$ cat src/common/ucc_pkg.sv
// Purpose: Shared constants and carriers for the control character and urgent transmit block
// Assumes: 16-bit register port, byte offsets as listed
// Notes: Offsets at and above 0x14 hold block-local control and status
package ucc_pkg;
   localparam logic [5:0] ADDR_ENTRY_BASE = 6'h00;
   localparam logic [5:0] ADDR_MASK = 6'h10;
   localparam logic [5:0] ADDR_REJ = 6'h12;
   localparam logic [5:0] ADDR_URGENT = 6'h14;
   localparam logic [5:0] ADDR_CTRL = 6'h16;
   localparam logic [5:0] ADDR_BRKCNT = 6'h18;
   localparam logic [5:0] ADDR_STATUS = 6'h1a;
   localparam int NUM_ENTRIES = 8;
   localparam int BIT_END = 15;
   localparam int BIT_REJECT = 14;
   localparam int BIT_READY = 13;
   localparam int BIT_IRQ = 12;
   localparam int BIT_LOST_CTS = 11;
   localparam int BIT_ADDR = 8;
   localparam logic [15:0] ENTRY_RESET = 16'h8000;
   localparam logic [15:0] MASK_RESET = 16'hc0ff;
   // Software may set ready, interrupt, address and character; bits 15-14 and 10-9 read zero
   localparam logic [15:0] URGENT_WMASK = 16'h31ff;
   // Control register bits
   localparam int CTL_TX_EN = 0;
   localparam int CTL_WAKE_ADDR = 1;
   localparam int CTL_HUNT = 2;
   localparam int CTL_CTS_MON = 3;
   localparam int CTL_BRK_IE = 4;
   localparam logic [15:0] CTL_RESET = 16'h0000;
   // Idle for one character time, in bit enables
   localparam logic [3:0] IDLE_BITS = 4'ha;

   typedef struct packed {
      logic [7:0] data;
      logic addr_bit;
      logic break_event;
   } ucc_rx_char_t;

   typedef struct packed {
      logic [7:0] data;
      logic addr_bit;
   } ucc_tx_char_t;

   typedef enum logic [1:0] {
      UCC_TX_IDLE = 2'b00,
      UCC_TX_WAIT = 2'b01,
      UCC_TX_SEND = 2'b10
   } ucc_tx_state_t;
endpackage

$ cat src/hdl/ucc_ctrl_char_oos.sv
// Purpose: Control character recognition, hunt/sleep and urgent character insertion
// Assumes: Framing, FIFO and serializer live in the channel; this block steers them
// Notes: All inputs are on i_ref_clk except i_cts_n which is synchronised
//
// The address-and-strobe port was chosen for this implementation.
`timescale 1ns/1ps
`default_nettype none

////////////////////////////////////////////////////////////////////////////////
// Function
// (RQ1) Up to eight control characters compared against each received character.
// (RQ2) Entry: bit 15 end flag, bit 14 reject, low byte character.
// (RQ3) End flag zero means valid; first set flag stops the scan.
// (RQ4) Accepted match stores character, closes buffer, raises descriptor-maskable event.
// (RQ5) Rejected match is not stored; goes to holding register with event.
// (RQ6) Mask zero bits skip comparison; one bits compare normally.
// (RQ7) Software keeps mask bits 15 and 14 set.
// (RQ8) Software zeroes unused upper bits of short characters.
// (RQ9) Holding register is overwritten by each new rejected character.
// (RQ10) Hunt keeps receiver asleep until idle character time or address bit.
// (RQ11) Break while asleep bumps break counter and raises enabled break event.
// (RQ12) Urgent entry polled whenever transmitter enabled, buffer or not.
// (RQ13) Urgent character goes ahead of buffer data, after FIFO contents.
// (RQ14) Software should shorten the FIFO to one before enabling.
// (RQ15) Urgent entry: 15-14 ignored, ready 13, lost CTS 11, address 8.
// (RQ16) Ready stays set during sending and is cleared by the device after.
// (RQ17) With its interrupt flag set, sending sets the transmit event.
// (RQ18) Lost CTS flag and event set when monitored CTS negates during send.
// (RQ19) Software changes the character only while ready is clear.
// (RQ20) Software places the multidrop address bit in bit 8.
// (RQ21) Urgent character uses the channel's normal framing.
module ucc_ctrl_char_oos (
   input wire logic i_ref_clk,
   input wire logic i_reset,
   input wire logic [5:0] i_addr,
   input wire logic [15:0] i_wdata,
   input wire logic i_wr,
   input wire logic i_rd,
   output logic [15:0] o_rdata,
   input wire logic i_rx_valid,
   input wire ucc_pkg::ucc_rx_char_t i_rx_char,
   input wire logic i_bit_en,
   input wire logic i_line_idle,
   output logic o_rx_store,
   output logic o_rx_close,
   output logic o_rx_drop,
   output logic o_evt_ctrl_accept,
   output logic o_evt_ctrl_reject,
   output logic o_evt_break,
   output logic o_evt_tx,
   output logic o_evt_cts,
   output logic o_rx_asleep,
   output logic o_tx_enable,
   input wire logic i_fifo_ready,
   output logic o_urgent_valid,
   output ucc_pkg::ucc_tx_char_t o_urgent_char,
   output logic o_hold_buffer,
   input wire logic i_char_sent,
   input wire logic i_cts_n
);
   ////////////////////////////////////////////////////////////////////////////////
   logic [15:0] entry_ff [ucc_pkg::NUM_ENTRIES];
   logic [15:0] mask_ff;
   logic [15:0] rej_ff;
   logic [15:0] urgent_ff;
   logic [15:0] ctl_ff;
   logic [15:0] brk_cnt_ff;
   logic [15:0] rdata_ff;
   logic asleep_ff;
   logic [3:0] idle_cnt_ff;
   ucc_pkg::ucc_tx_state_t state_ff;
   ucc_pkg::ucc_tx_state_t nxt_state;
   logic cts_meta_ff;
   logic cts_sync_ff;
   logic cts_lost_ff;
   logic store_ff, close_ff, drop_ff, acc_ff, rej_evt_ff, brk_evt_ff, tx_evt_ff, cts_evt_ff;

   function automatic logic char_match(input logic [15:0] ent, input logic [7:0] ch, input logic [7:0] msk);
      char_match = ((ent[7:0] ^ ch) & msk) == 8'h00;
   endfunction

   ////////////////////////////////////////////////////////////////////////////////
   // Register decode
   wire wr_entry = i_wr && (i_addr < ucc_pkg::ADDR_MASK) && !i_addr[0];
   wire [2:0] entry_idx = i_addr[3:1];
   wire wr_mask = i_wr && (i_addr == ucc_pkg::ADDR_MASK);
   wire wr_urgent = i_wr && (i_addr == ucc_pkg::ADDR_URGENT);
   wire wr_ctl = i_wr && (i_addr == ucc_pkg::ADDR_CTRL);
   wire wr_brk = i_wr && (i_addr == ucc_pkg::ADDR_BRKCNT);
   wire hunt_cmd = wr_ctl && i_wdata[ucc_pkg::CTL_HUNT];
   wire tx_en = ctl_ff[ucc_pkg::CTL_TX_EN];
   wire cts_mon = ctl_ff[ucc_pkg::CTL_CTS_MON];
   wire [15:0] rd_mux;
   wire [15:0] status_word = {14'h0, state_ff != ucc_pkg::UCC_TX_IDLE, asleep_ff};
   assign rd_mux = (i_addr < ucc_pkg::ADDR_MASK) ? entry_ff[i_addr[3:1]] :
                   (i_addr == ucc_pkg::ADDR_MASK) ? mask_ff :
                   (i_addr == ucc_pkg::ADDR_REJ) ? rej_ff :
                   (i_addr == ucc_pkg::ADDR_URGENT) ? urgent_ff :
                   (i_addr == ucc_pkg::ADDR_CTRL) ? ctl_ff :
                   (i_addr == ucc_pkg::ADDR_BRKCNT) ? brk_cnt_ff :
                   (i_addr == ucc_pkg::ADDR_STATUS) ? status_word : 16'h0000;

   ////////////////////////////////////////////////////////////////////////////////
   // Control character scan: a valid prefix of entries, stopped by the first end flag
   logic [ucc_pkg::NUM_ENTRIES-1:0] hit;
   logic [ucc_pkg::NUM_ENTRIES-1:0] hit_rej;
   logic live;
   always_comb begin
      live = 1'b1;
      hit = '0;
      hit_rej = '0;
      for (int i = 0; i < ucc_pkg::NUM_ENTRIES; i++) begin
         if (entry_ff[i][ucc_pkg::BIT_END]) begin
            live = 1'b0; // [RQ3]
         end
         hit[i] = live && char_match(entry_ff[i], i_rx_char.data, mask_ff[7:0]); // [RQ1] [RQ2] [RQ6]
         hit_rej[i] = hit[i] && entry_ff[i][ucc_pkg::BIT_REJECT];
      end
   end
   // First matching entry decides the action
   logic first_rej;
   always_comb begin
      first_rej = 1'b0;
      for (int i = ucc_pkg::NUM_ENTRIES - 1; i >= 0; i--) begin
         if (hit[i]) begin
            first_rej = hit_rej[i];
         end
      end
   end
   wire any_hit = |hit;
   wire rx_ok = i_rx_valid && !asleep_ff && !i_rx_char.break_event;
   wire is_rej = rx_ok && any_hit && first_rej;
   wire is_acc = rx_ok && any_hit && !first_rej;

   // Wake-up: idle character time or address bit
   wire idle_done = (idle_cnt_ff == ucc_pkg::IDLE_BITS);
   wire wake = ctl_ff[ucc_pkg::CTL_WAKE_ADDR] ? (i_rx_valid && i_rx_char.addr_bit) : idle_done;

   ////////////////////////////////////////////////////////////////////////////////
   // Urgent transmit sequencing
   wire urgent_rdy = urgent_ff[ucc_pkg::BIT_READY];
   always_comb begin
      nxt_state = state_ff;
      case (state_ff)
         ucc_pkg::UCC_TX_IDLE: begin
            if (tx_en && urgent_rdy) begin
               nxt_state = ucc_pkg::UCC_TX_WAIT; // [RQ12]
            end
         end
         ucc_pkg::UCC_TX_WAIT: begin
            if (i_fifo_ready) begin
               nxt_state = ucc_pkg::UCC_TX_SEND; // [RQ13]
            end
         end
         ucc_pkg::UCC_TX_SEND: begin
            if (i_char_sent) begin
               nxt_state = ucc_pkg::UCC_TX_IDLE;
            end
         end
         default: nxt_state = ucc_pkg::UCC_TX_IDLE;
      endcase
   end
   wire sent_done = (state_ff == ucc_pkg::UCC_TX_SEND) && i_char_sent;
   wire cts_drop = cts_mon && cts_sync_ff && (state_ff == ucc_pkg::UCC_TX_SEND);

   assign o_rdata = rdata_ff;
   assign o_rx_store = store_ff;
   assign o_rx_close = close_ff;
   assign o_rx_drop = drop_ff;
   assign o_evt_ctrl_accept = acc_ff;
   assign o_evt_ctrl_reject = rej_evt_ff;
   assign o_evt_break = brk_evt_ff;
   assign o_evt_tx = tx_evt_ff;
   assign o_evt_cts = cts_evt_ff;
   assign o_rx_asleep = asleep_ff;
   assign o_tx_enable = tx_en;
   assign o_urgent_valid = (state_ff == ucc_pkg::UCC_TX_WAIT) && i_fifo_ready;
   // Buffer characters wait while the urgent one is pending
   assign o_hold_buffer = (state_ff != ucc_pkg::UCC_TX_IDLE); // [RQ13]
   assign o_urgent_char = '{data: urgent_ff[7:0], addr_bit: urgent_ff[ucc_pkg::BIT_ADDR]}; // [RQ20] [RQ21]

   ////////////////////////////////////////////////////////////////////////////////
   always_ff @(posedge i_ref_clk) begin
      cts_meta_ff <= i_cts_n;
      cts_sync_ff <= cts_meta_ff;
   end

   always_ff @(posedge i_ref_clk) begin
      if (i_reset) begin
         for (int i = 0; i < ucc_pkg::NUM_ENTRIES; i++) begin
            entry_ff[i] <= ucc_pkg::ENTRY_RESET;
         end
         mask_ff <= ucc_pkg::MASK_RESET;
         ctl_ff <= ucc_pkg::CTL_RESET;
         rdata_ff <= 16'h0000;
      end else begin
         if (wr_entry) begin
            entry_ff[entry_idx] <= i_wdata;
         end
         if (wr_mask) begin
            mask_ff <= i_wdata;
         end
         if (wr_ctl) begin
            ctl_ff <= i_wdata & ~(16'h0001 << ucc_pkg::CTL_HUNT);
         end
         rdata_ff <= i_rd ? rd_mux : 16'h0000;
      end
   end

   // Receive side
   always_ff @(posedge i_ref_clk) begin
      if (i_reset) begin
         rej_ff <= 16'h0000;
         asleep_ff <= 1'b0;
         idle_cnt_ff <= 4'h0;
         brk_cnt_ff <= 16'h0000;
         store_ff <= 1'b0;
         close_ff <= 1'b0;
         drop_ff <= 1'b0;
         acc_ff <= 1'b0;
         rej_evt_ff <= 1'b0;
         brk_evt_ff <= 1'b0;
      end else begin
         store_ff <= rx_ok && !is_rej; // [RQ4] [RQ5]
         close_ff <= is_acc || hunt_cmd; // [RQ4]
         drop_ff <= i_rx_valid && asleep_ff; // [RQ10]
         acc_ff <= is_acc; // [RQ4]
         rej_evt_ff <= is_rej; // [RQ5]
         if (is_rej) begin
            rej_ff <= {8'h00, i_rx_char.data}; // [RQ5] [RQ9]
         end
         brk_evt_ff <= 1'b0;
         if (asleep_ff && i_rx_valid && i_rx_char.break_event) begin
            brk_cnt_ff <= brk_cnt_ff + 16'h0001; // [RQ11]
            brk_evt_ff <= ctl_ff[ucc_pkg::CTL_BRK_IE]; // [RQ11]
         end else if (wr_brk) begin
            brk_cnt_ff <= i_wdata;
         end
         if (!asleep_ff || !i_line_idle || i_rx_valid) begin
            idle_cnt_ff <= 4'h0;
         end else if (i_bit_en && !idle_done) begin
            idle_cnt_ff <= idle_cnt_ff + 4'h1;
         end
         if (hunt_cmd) begin
            asleep_ff <= 1'b1; // [RQ10]
         end else if (asleep_ff && wake) begin
            asleep_ff <= 1'b0; // [RQ10]
         end
      end
   end

   // Transmit side
   always_ff @(posedge i_ref_clk) begin
      if (i_reset) begin
         state_ff <= ucc_pkg::UCC_TX_IDLE;
         urgent_ff <= 16'h0000;
         cts_lost_ff <= 1'b0;
         tx_evt_ff <= 1'b0;
         cts_evt_ff <= 1'b0;
      end else begin
         state_ff <= nxt_state;
         tx_evt_ff <= sent_done && urgent_ff[ucc_pkg::BIT_IRQ]; // [RQ17]
         cts_evt_ff <= sent_done && (cts_lost_ff || cts_drop); // [RQ18]
         if (state_ff == ucc_pkg::UCC_TX_IDLE) begin
            cts_lost_ff <= 1'b0;
         end else if (cts_drop) begin
            cts_lost_ff <= 1'b1;
         end
         if (sent_done) begin
            urgent_ff[ucc_pkg::BIT_READY] <= 1'b0; // [RQ16]
            urgent_ff[ucc_pkg::BIT_LOST_CTS] <= cts_lost_ff || cts_drop; // [RQ18]
         end else if (wr_urgent && (!urgent_rdy || state_ff == ucc_pkg::UCC_TX_IDLE)) begin
            urgent_ff <= i_wdata & ucc_pkg::URGENT_WMASK; // [RQ15] [RQ16]
         end
      end
   end
endmodule // ucc_ctrl_char_oos

`default_nettype wire

$ cat config.mk
export PLATFORM = sky130hd
export DESIGN_NAME = ucc_ctrl_char_oos
export DESIGN_NICKNAME = d
export VERILOG_FILES = /design/src/common/ucc_pkg.sv /design/src/hdl/ucc_ctrl_char_oos.sv
export SDC_FILE = /design/constraint.sdc
export NUM_CORES = 1
export LEC_CHECK = 0
export ABC_CLOCK_PERIOD_IN_PS = 3000
export BUFFER_PORTS_ARGS = -buffer_cell sky130_fd_sc_hd__buf_2
export CAP_MARGIN = 20
export CORE_AREA = 2 2 219 135
export CTS_BUF_LIST = sky130_fd_sc_hd__clkbuf_16
export DETAILED_ROUTE_END_ITERATION = 7
export DIE_AREA = 0 0 221 137
export SETUP_SLACK_MARGIN = 0.4
export SLEW_MARGIN = 20
export SYNTH_ARGS = -nofsm -noshare
export SYNTH_HDL_FRONTEND = slang
export SYNTH_SLANG_ARGS = --single-unit
$ cat constraint.sdc
create_clock -name i_ref_clk -period 3 [get_ports i_ref_clk]
set_input_delay 0.15 -clock i_ref_clk [delete_from_list [all_inputs] [get_ports i_ref_clk]]
set_output_delay 0.15 -clock i_ref_clk [all_outputs]
set_load 0.1 [all_outputs]
# Word-level counts from Yosys, hierarchy flattened
# Memory sizes are Yosys's and may differ from the RTL's.
# Index checks and enable logic that the tools add are counted.
# word_totals
ff_bits,101
mem_count,1
in_bits,42
wordCells,176
ram_bits,128
out_inout_bits,37
# memory_table
memory,depth,word_bits,rd,rd_clocked_by_memory_dff,write_ports,line,text
entry_ff,8,16,9,0,8,ucc_ctrl_char_oos.sv:62,logic [15:0] entry_ff [ucc_pkg::NUM_ENTRIES];
# classes
n_lt_le_gt_ge,1
n_bitwise,19
mux,42
n_eq_ne,12
n_reduce_logical,77
addsub,2
# op_table
operator,n
two-way mux 16 bit,9
AND 8 bit,8
zero test 8 bit,8
XOR 8 bit,8
logical AND 1 bit,42
"equality test 6 x 5 -> 1 bit, second input constant",6
two-way mux 1 bit,26
"adder 16 x 1 -> 16 bit, second input constant",1
OR reduction 16 bit,1
two-way mux 12 bit,1
OR reduction 2 bit,5
zero test 1 bit,8
two-way mux 2 bit,4
nonzero test 2 bit,4
OR reduction 8 bit,1
"< comparator 6 x 5 -> 1 bit, second input constant",1
"!= test 2 bit, second input constant",3
one-hot mux 2 bit (3 select lines),1
logical OR 1 bit,5
"adder 4 x 1 -> 4 bit, second input constant",1
"equality test 4 bit, second input constant",1
two-way mux 3 bit,1
inverter 1 bit,3
AND reduction 3 bit,1
4 further kinds,4

# Longest topological paths before layout
# An unclocked memory read counts as a cell.
# depth
ltp_word,22
mapped_depth,10
ltp_nobuf,8

# Worst setup path after synthesis
# No wires, ideal clock.
# synth_path
path_kind,input port to flip-flop
startpoint,input i_addr[2]
endpoint,"memory entry_ff[6][0], enable pin"
stages,4
n_path_buf,2
setup_ns,0.411
required_ns,2.589
t_arrival_ns,2.241
setup_slack_ns,0.347
cell_sequence,buf_2 buf_1 nand2_1 o21ai_0
# synth_lines
item,line,text
"start, declared",ucc_ctrl_char_oos.sv:35,"input wire logic [5:0] i_addr,"
"end, declared",ucc_ctrl_char_oos.sv:62,

==> flow_metrics.py <==
metrics = {
    "run_status": {
        "outcome": "finished clean",
    },
    "detailed_routing": {
        "avgRoutedWirePerCell_um": 24.00,
        "dr.pass1.iters": 8,
        "ant_nets": 0,
        "via_per_inst": 5.642,
        "routed_wl_mm": 36.34,
        "drt_iter0_markers": 1109,
        "post-route-drc-count": 0,
        "num_vias": 8542,
    },
    "final_layout": {
        "final_nets": 1168,
        "final_cell_mix": "edfxtp_1, and2_1, nand2_1, dfxtp_1, buf_2",
        "register_area_sq_um": 5866,
        "layout_commonest_cell": "edfxtp_1",
        "multi_input_area_sq_um": 4921,
        "drive_gt1_share_pct": 20.81,
        "finalNonFillerCells": 1514,
        "post-route-util_pct": 45.93,
        "nFillCells": 2633,
        "syn_to_final_growth_pct": 16.22,
        "diodes": 0,
    },
    "critical_path": {
        "required_ns": 3.45,
        "worstPathMaxFanout": 10,
        "worst_ep_arrival_time_ns": 3.12,
        "crit_path_end_kind": "flip-flop",
        "crit_start": "entry_ff[7][1]",
        "regToRegStartpoint": "entry_ff[7][1]",
        "worstSetupStartpointType": "flip-flop",
        "critPathKind": "reg2reg",
    },
    "timing": {
        "final.setup.tns_ns": 0,
        "hold_ws_ns": 0.008095,
        "fmax_mhz": 374.9,
        "finalCritPeriodShare_pct": 88.92,
        "drv_slew": 0,
        "rsz0062_at_grt": "yes",
        "min_period_ns": 2.668,
        "tightest_slew_ns": 0.8236,
        "final-setup-viol-count": 0,
        "finalClockSkew_ns": 0.01431,
        "slew_headroom_pct": 44.89,
        "hold_violations": 0,
    },
    "global_routing": {
        "grt_start_max_net_pins": 50,
        "antenna_found_initial": 0,
        "grt-ovfl-total": 0,
        "grt_usage_pct": 23.90,
        "first_global_vias": 7941,
        "grt_first_pass_wirelength_mm": 53.49,
    },
    "placement": {
        "dp_cells": 1451,
        "gp_congestion": 0.9423,
        "io_buffers": 78,
        "place_hpwl_mm": 26.37,
    },
    "synth": {
        "ys_async_sr_fraction_pct": 0,
        "synth_nets": 1078,
        "synth_edf_count": 128,
        "ys.flop_type": "edfxtp_1",
        "ys_seq_area_share_pct": 52.47,
        "synthCells": 1033,
        "syn_area_per_cell_sq_um": 10.82,
        "yosysWarnings": 0,
        "synth.distinct_cells": 55,
        "synthesis.area_sq_um": 11180,
        "ys_ff_latch": 229,
    },
    "cts": {
        "cts_sinks": 229,
        "worstSkewPairLatency_ns": 0.53,
        "h-tree-depth": 1,
        "clock_path_buffers": 3,
        "cts_root_buf": "clkbuf_16",
        "cts_buffers": 22,
        "cts_tree": "done",
        "clk_pin_slew_ns": 0.07,
    },
    "die": {
        "chipHeight_um": 137,
        "chipWidth_um": 221,
        "io_pins": 79,
        "rows": 48,
        "die_area_sq_um": 30280,
        "start_util_pct": 39.52,
        "coreArea_sq_um": 28290,
    },
    "power": {
        "p_leak_nw": 4.715,
        "ir_drop_mv": 0.4381,
        "cellPowerDensity_nw_per_um2": 529.5,
    },
    "job": {
        "drv_cap": 0,
    },
    "hold_path": {
        "hold_start": "i_bit_en",
        "min_path_type": "in2reg",
    },
}
[path summary, 6_finish.rpt]
check / slack (ns) / end / cells past startpoint
worst min-delay path: 0.008 / idle_cnt_ff[3] / 4
worst max-delay path: 0.33 / rej_ff[2] / 9
worst min register to register: 0.34 / cts_sync_ff / 0
worst max register to register: 0.33 / rej_ff[2] / 9
[cells by family (layout without fill, tap and decap cells)]
family                     count (synthesis)  in the layout  share of synthesized area [%]
AOI/OAI and AO/OA                        167            167                          9.670
xor gates and xnor gates                  67             67                          5.316
adders and majority gates                  3              3                         0.3358
buffers and inverters                    102            208                          4.051
DFF                                      229            229                          52.47
muxes                                     68             68                          10.02
and+or+nand+nor                          397            397                          18.14
[registers in the layout, summed over array words and instances (netlist names), 2 cells and up]
| register | flops |
|---|---|
| ctl_ff | 15 |
| o_rdata | 16 |
| rej_ff | 8 |
| idle_cnt_ff | 4 |
| state_ff | 2 |
| entry_ff | 128 |
| brk_cnt_ff | 16 |
| mask_ff | 16 |
| urgent_ff | 12 |
[layout make-up]
class	count	area share (%)
sequential	229	45.15
multi-input combinational	702	37.88
timing repair buffer	149	7.550
clock buffer	24	4.622
tap	375	3.611
clock inverter	16	0.6452
inverter	19	0.5489
[through the flow]
step	instance area, sq um	worst slack, ns	power (W)
after floorplan	11180	0.3474	0.003932
after global placement	12040	0.2557	0.004181
after detailed placement	12040	0.2525	0.004184
after CTS	12930	0.3604	0.006889
after global routing	12990	0.2357	0.007087
final	12990	0.3325	0.006880
[synthesized netlist by cell type (4+ instances only)]
cell type	count	area share [%]
o22ai_1	16	0.90
mux4_2	33	6.6
xor2_1	35	2.7
nand2_1	122	4.1
nor4_1	4	0.22
or3_1	8	0.45
o211ai_1	9	0.60
a222oi_1	14	1.3
clkbuf_1	57	1.9
dfxtp_1	101	18
buf_1	7	0.24
or2_2	5	0.28
a31oi_1	5	0.28
and2_1	126	7.1
nand4_1	8	0.45
buf_4	11	0.74
nor2_1	60	2.0
xnor2_1	31	2.4
nand3_1	23	1.0
nor3_1	15	0.67
a211oi_1	5	0.34
inv_1	18	0.60
mux2_2	21	2.1
a21oi_1	65	2.9
mux2i_1	14	1.3
buf_2	5	0.22
and3_1	5	0.28
o21ai_0	21	0.94
edfxtp_1	128	34
a221oi_1	10	0.78
nand2b_1	5	0.28
a22oi_1	8	0.54
[where the power goes]
group	switching, W	internal, W
clock network	0.00127	0.00145
logic	0.000426	0.000251
registers	0.0000683	0.00341
[worst max-delay path: stages (launching register included)]
cell and delay (ns):
edfxtp_1 0.43, xnor2_2 0.22, o22ai_1 0.12, or4_4 0.51
nor4b_4 0.30, o21ai_2 0.11, a2111oi_4 0.34, o211a_1 0.23
buf_12 0.15, mux2i_1 0.19
[repair_timing]
action,CTS,global route
hold endpoints to repair,35,0
buffers inserted,3,2
pin swaps,2,0
hold buffers,18,0
endpoints found under the setup margin,11,12
gates resized for setup,2,7
[metal layers]
layer / routed length, um / up-vias / share of wire (%) / GRT usage (%)
met5: 0 / - / 0 / 0
met4: 437 / 0 / 1.2 / 3.505
met3: 3544 / 33 / 9.8 / 5.238
met2: 14530 / 425 / 40 / 32.73
met1: 17830 / 4203 / 49 / 38.39
li1: - / 3881 / - / -
Note: power is estimated with default switching activity, not from simulation.
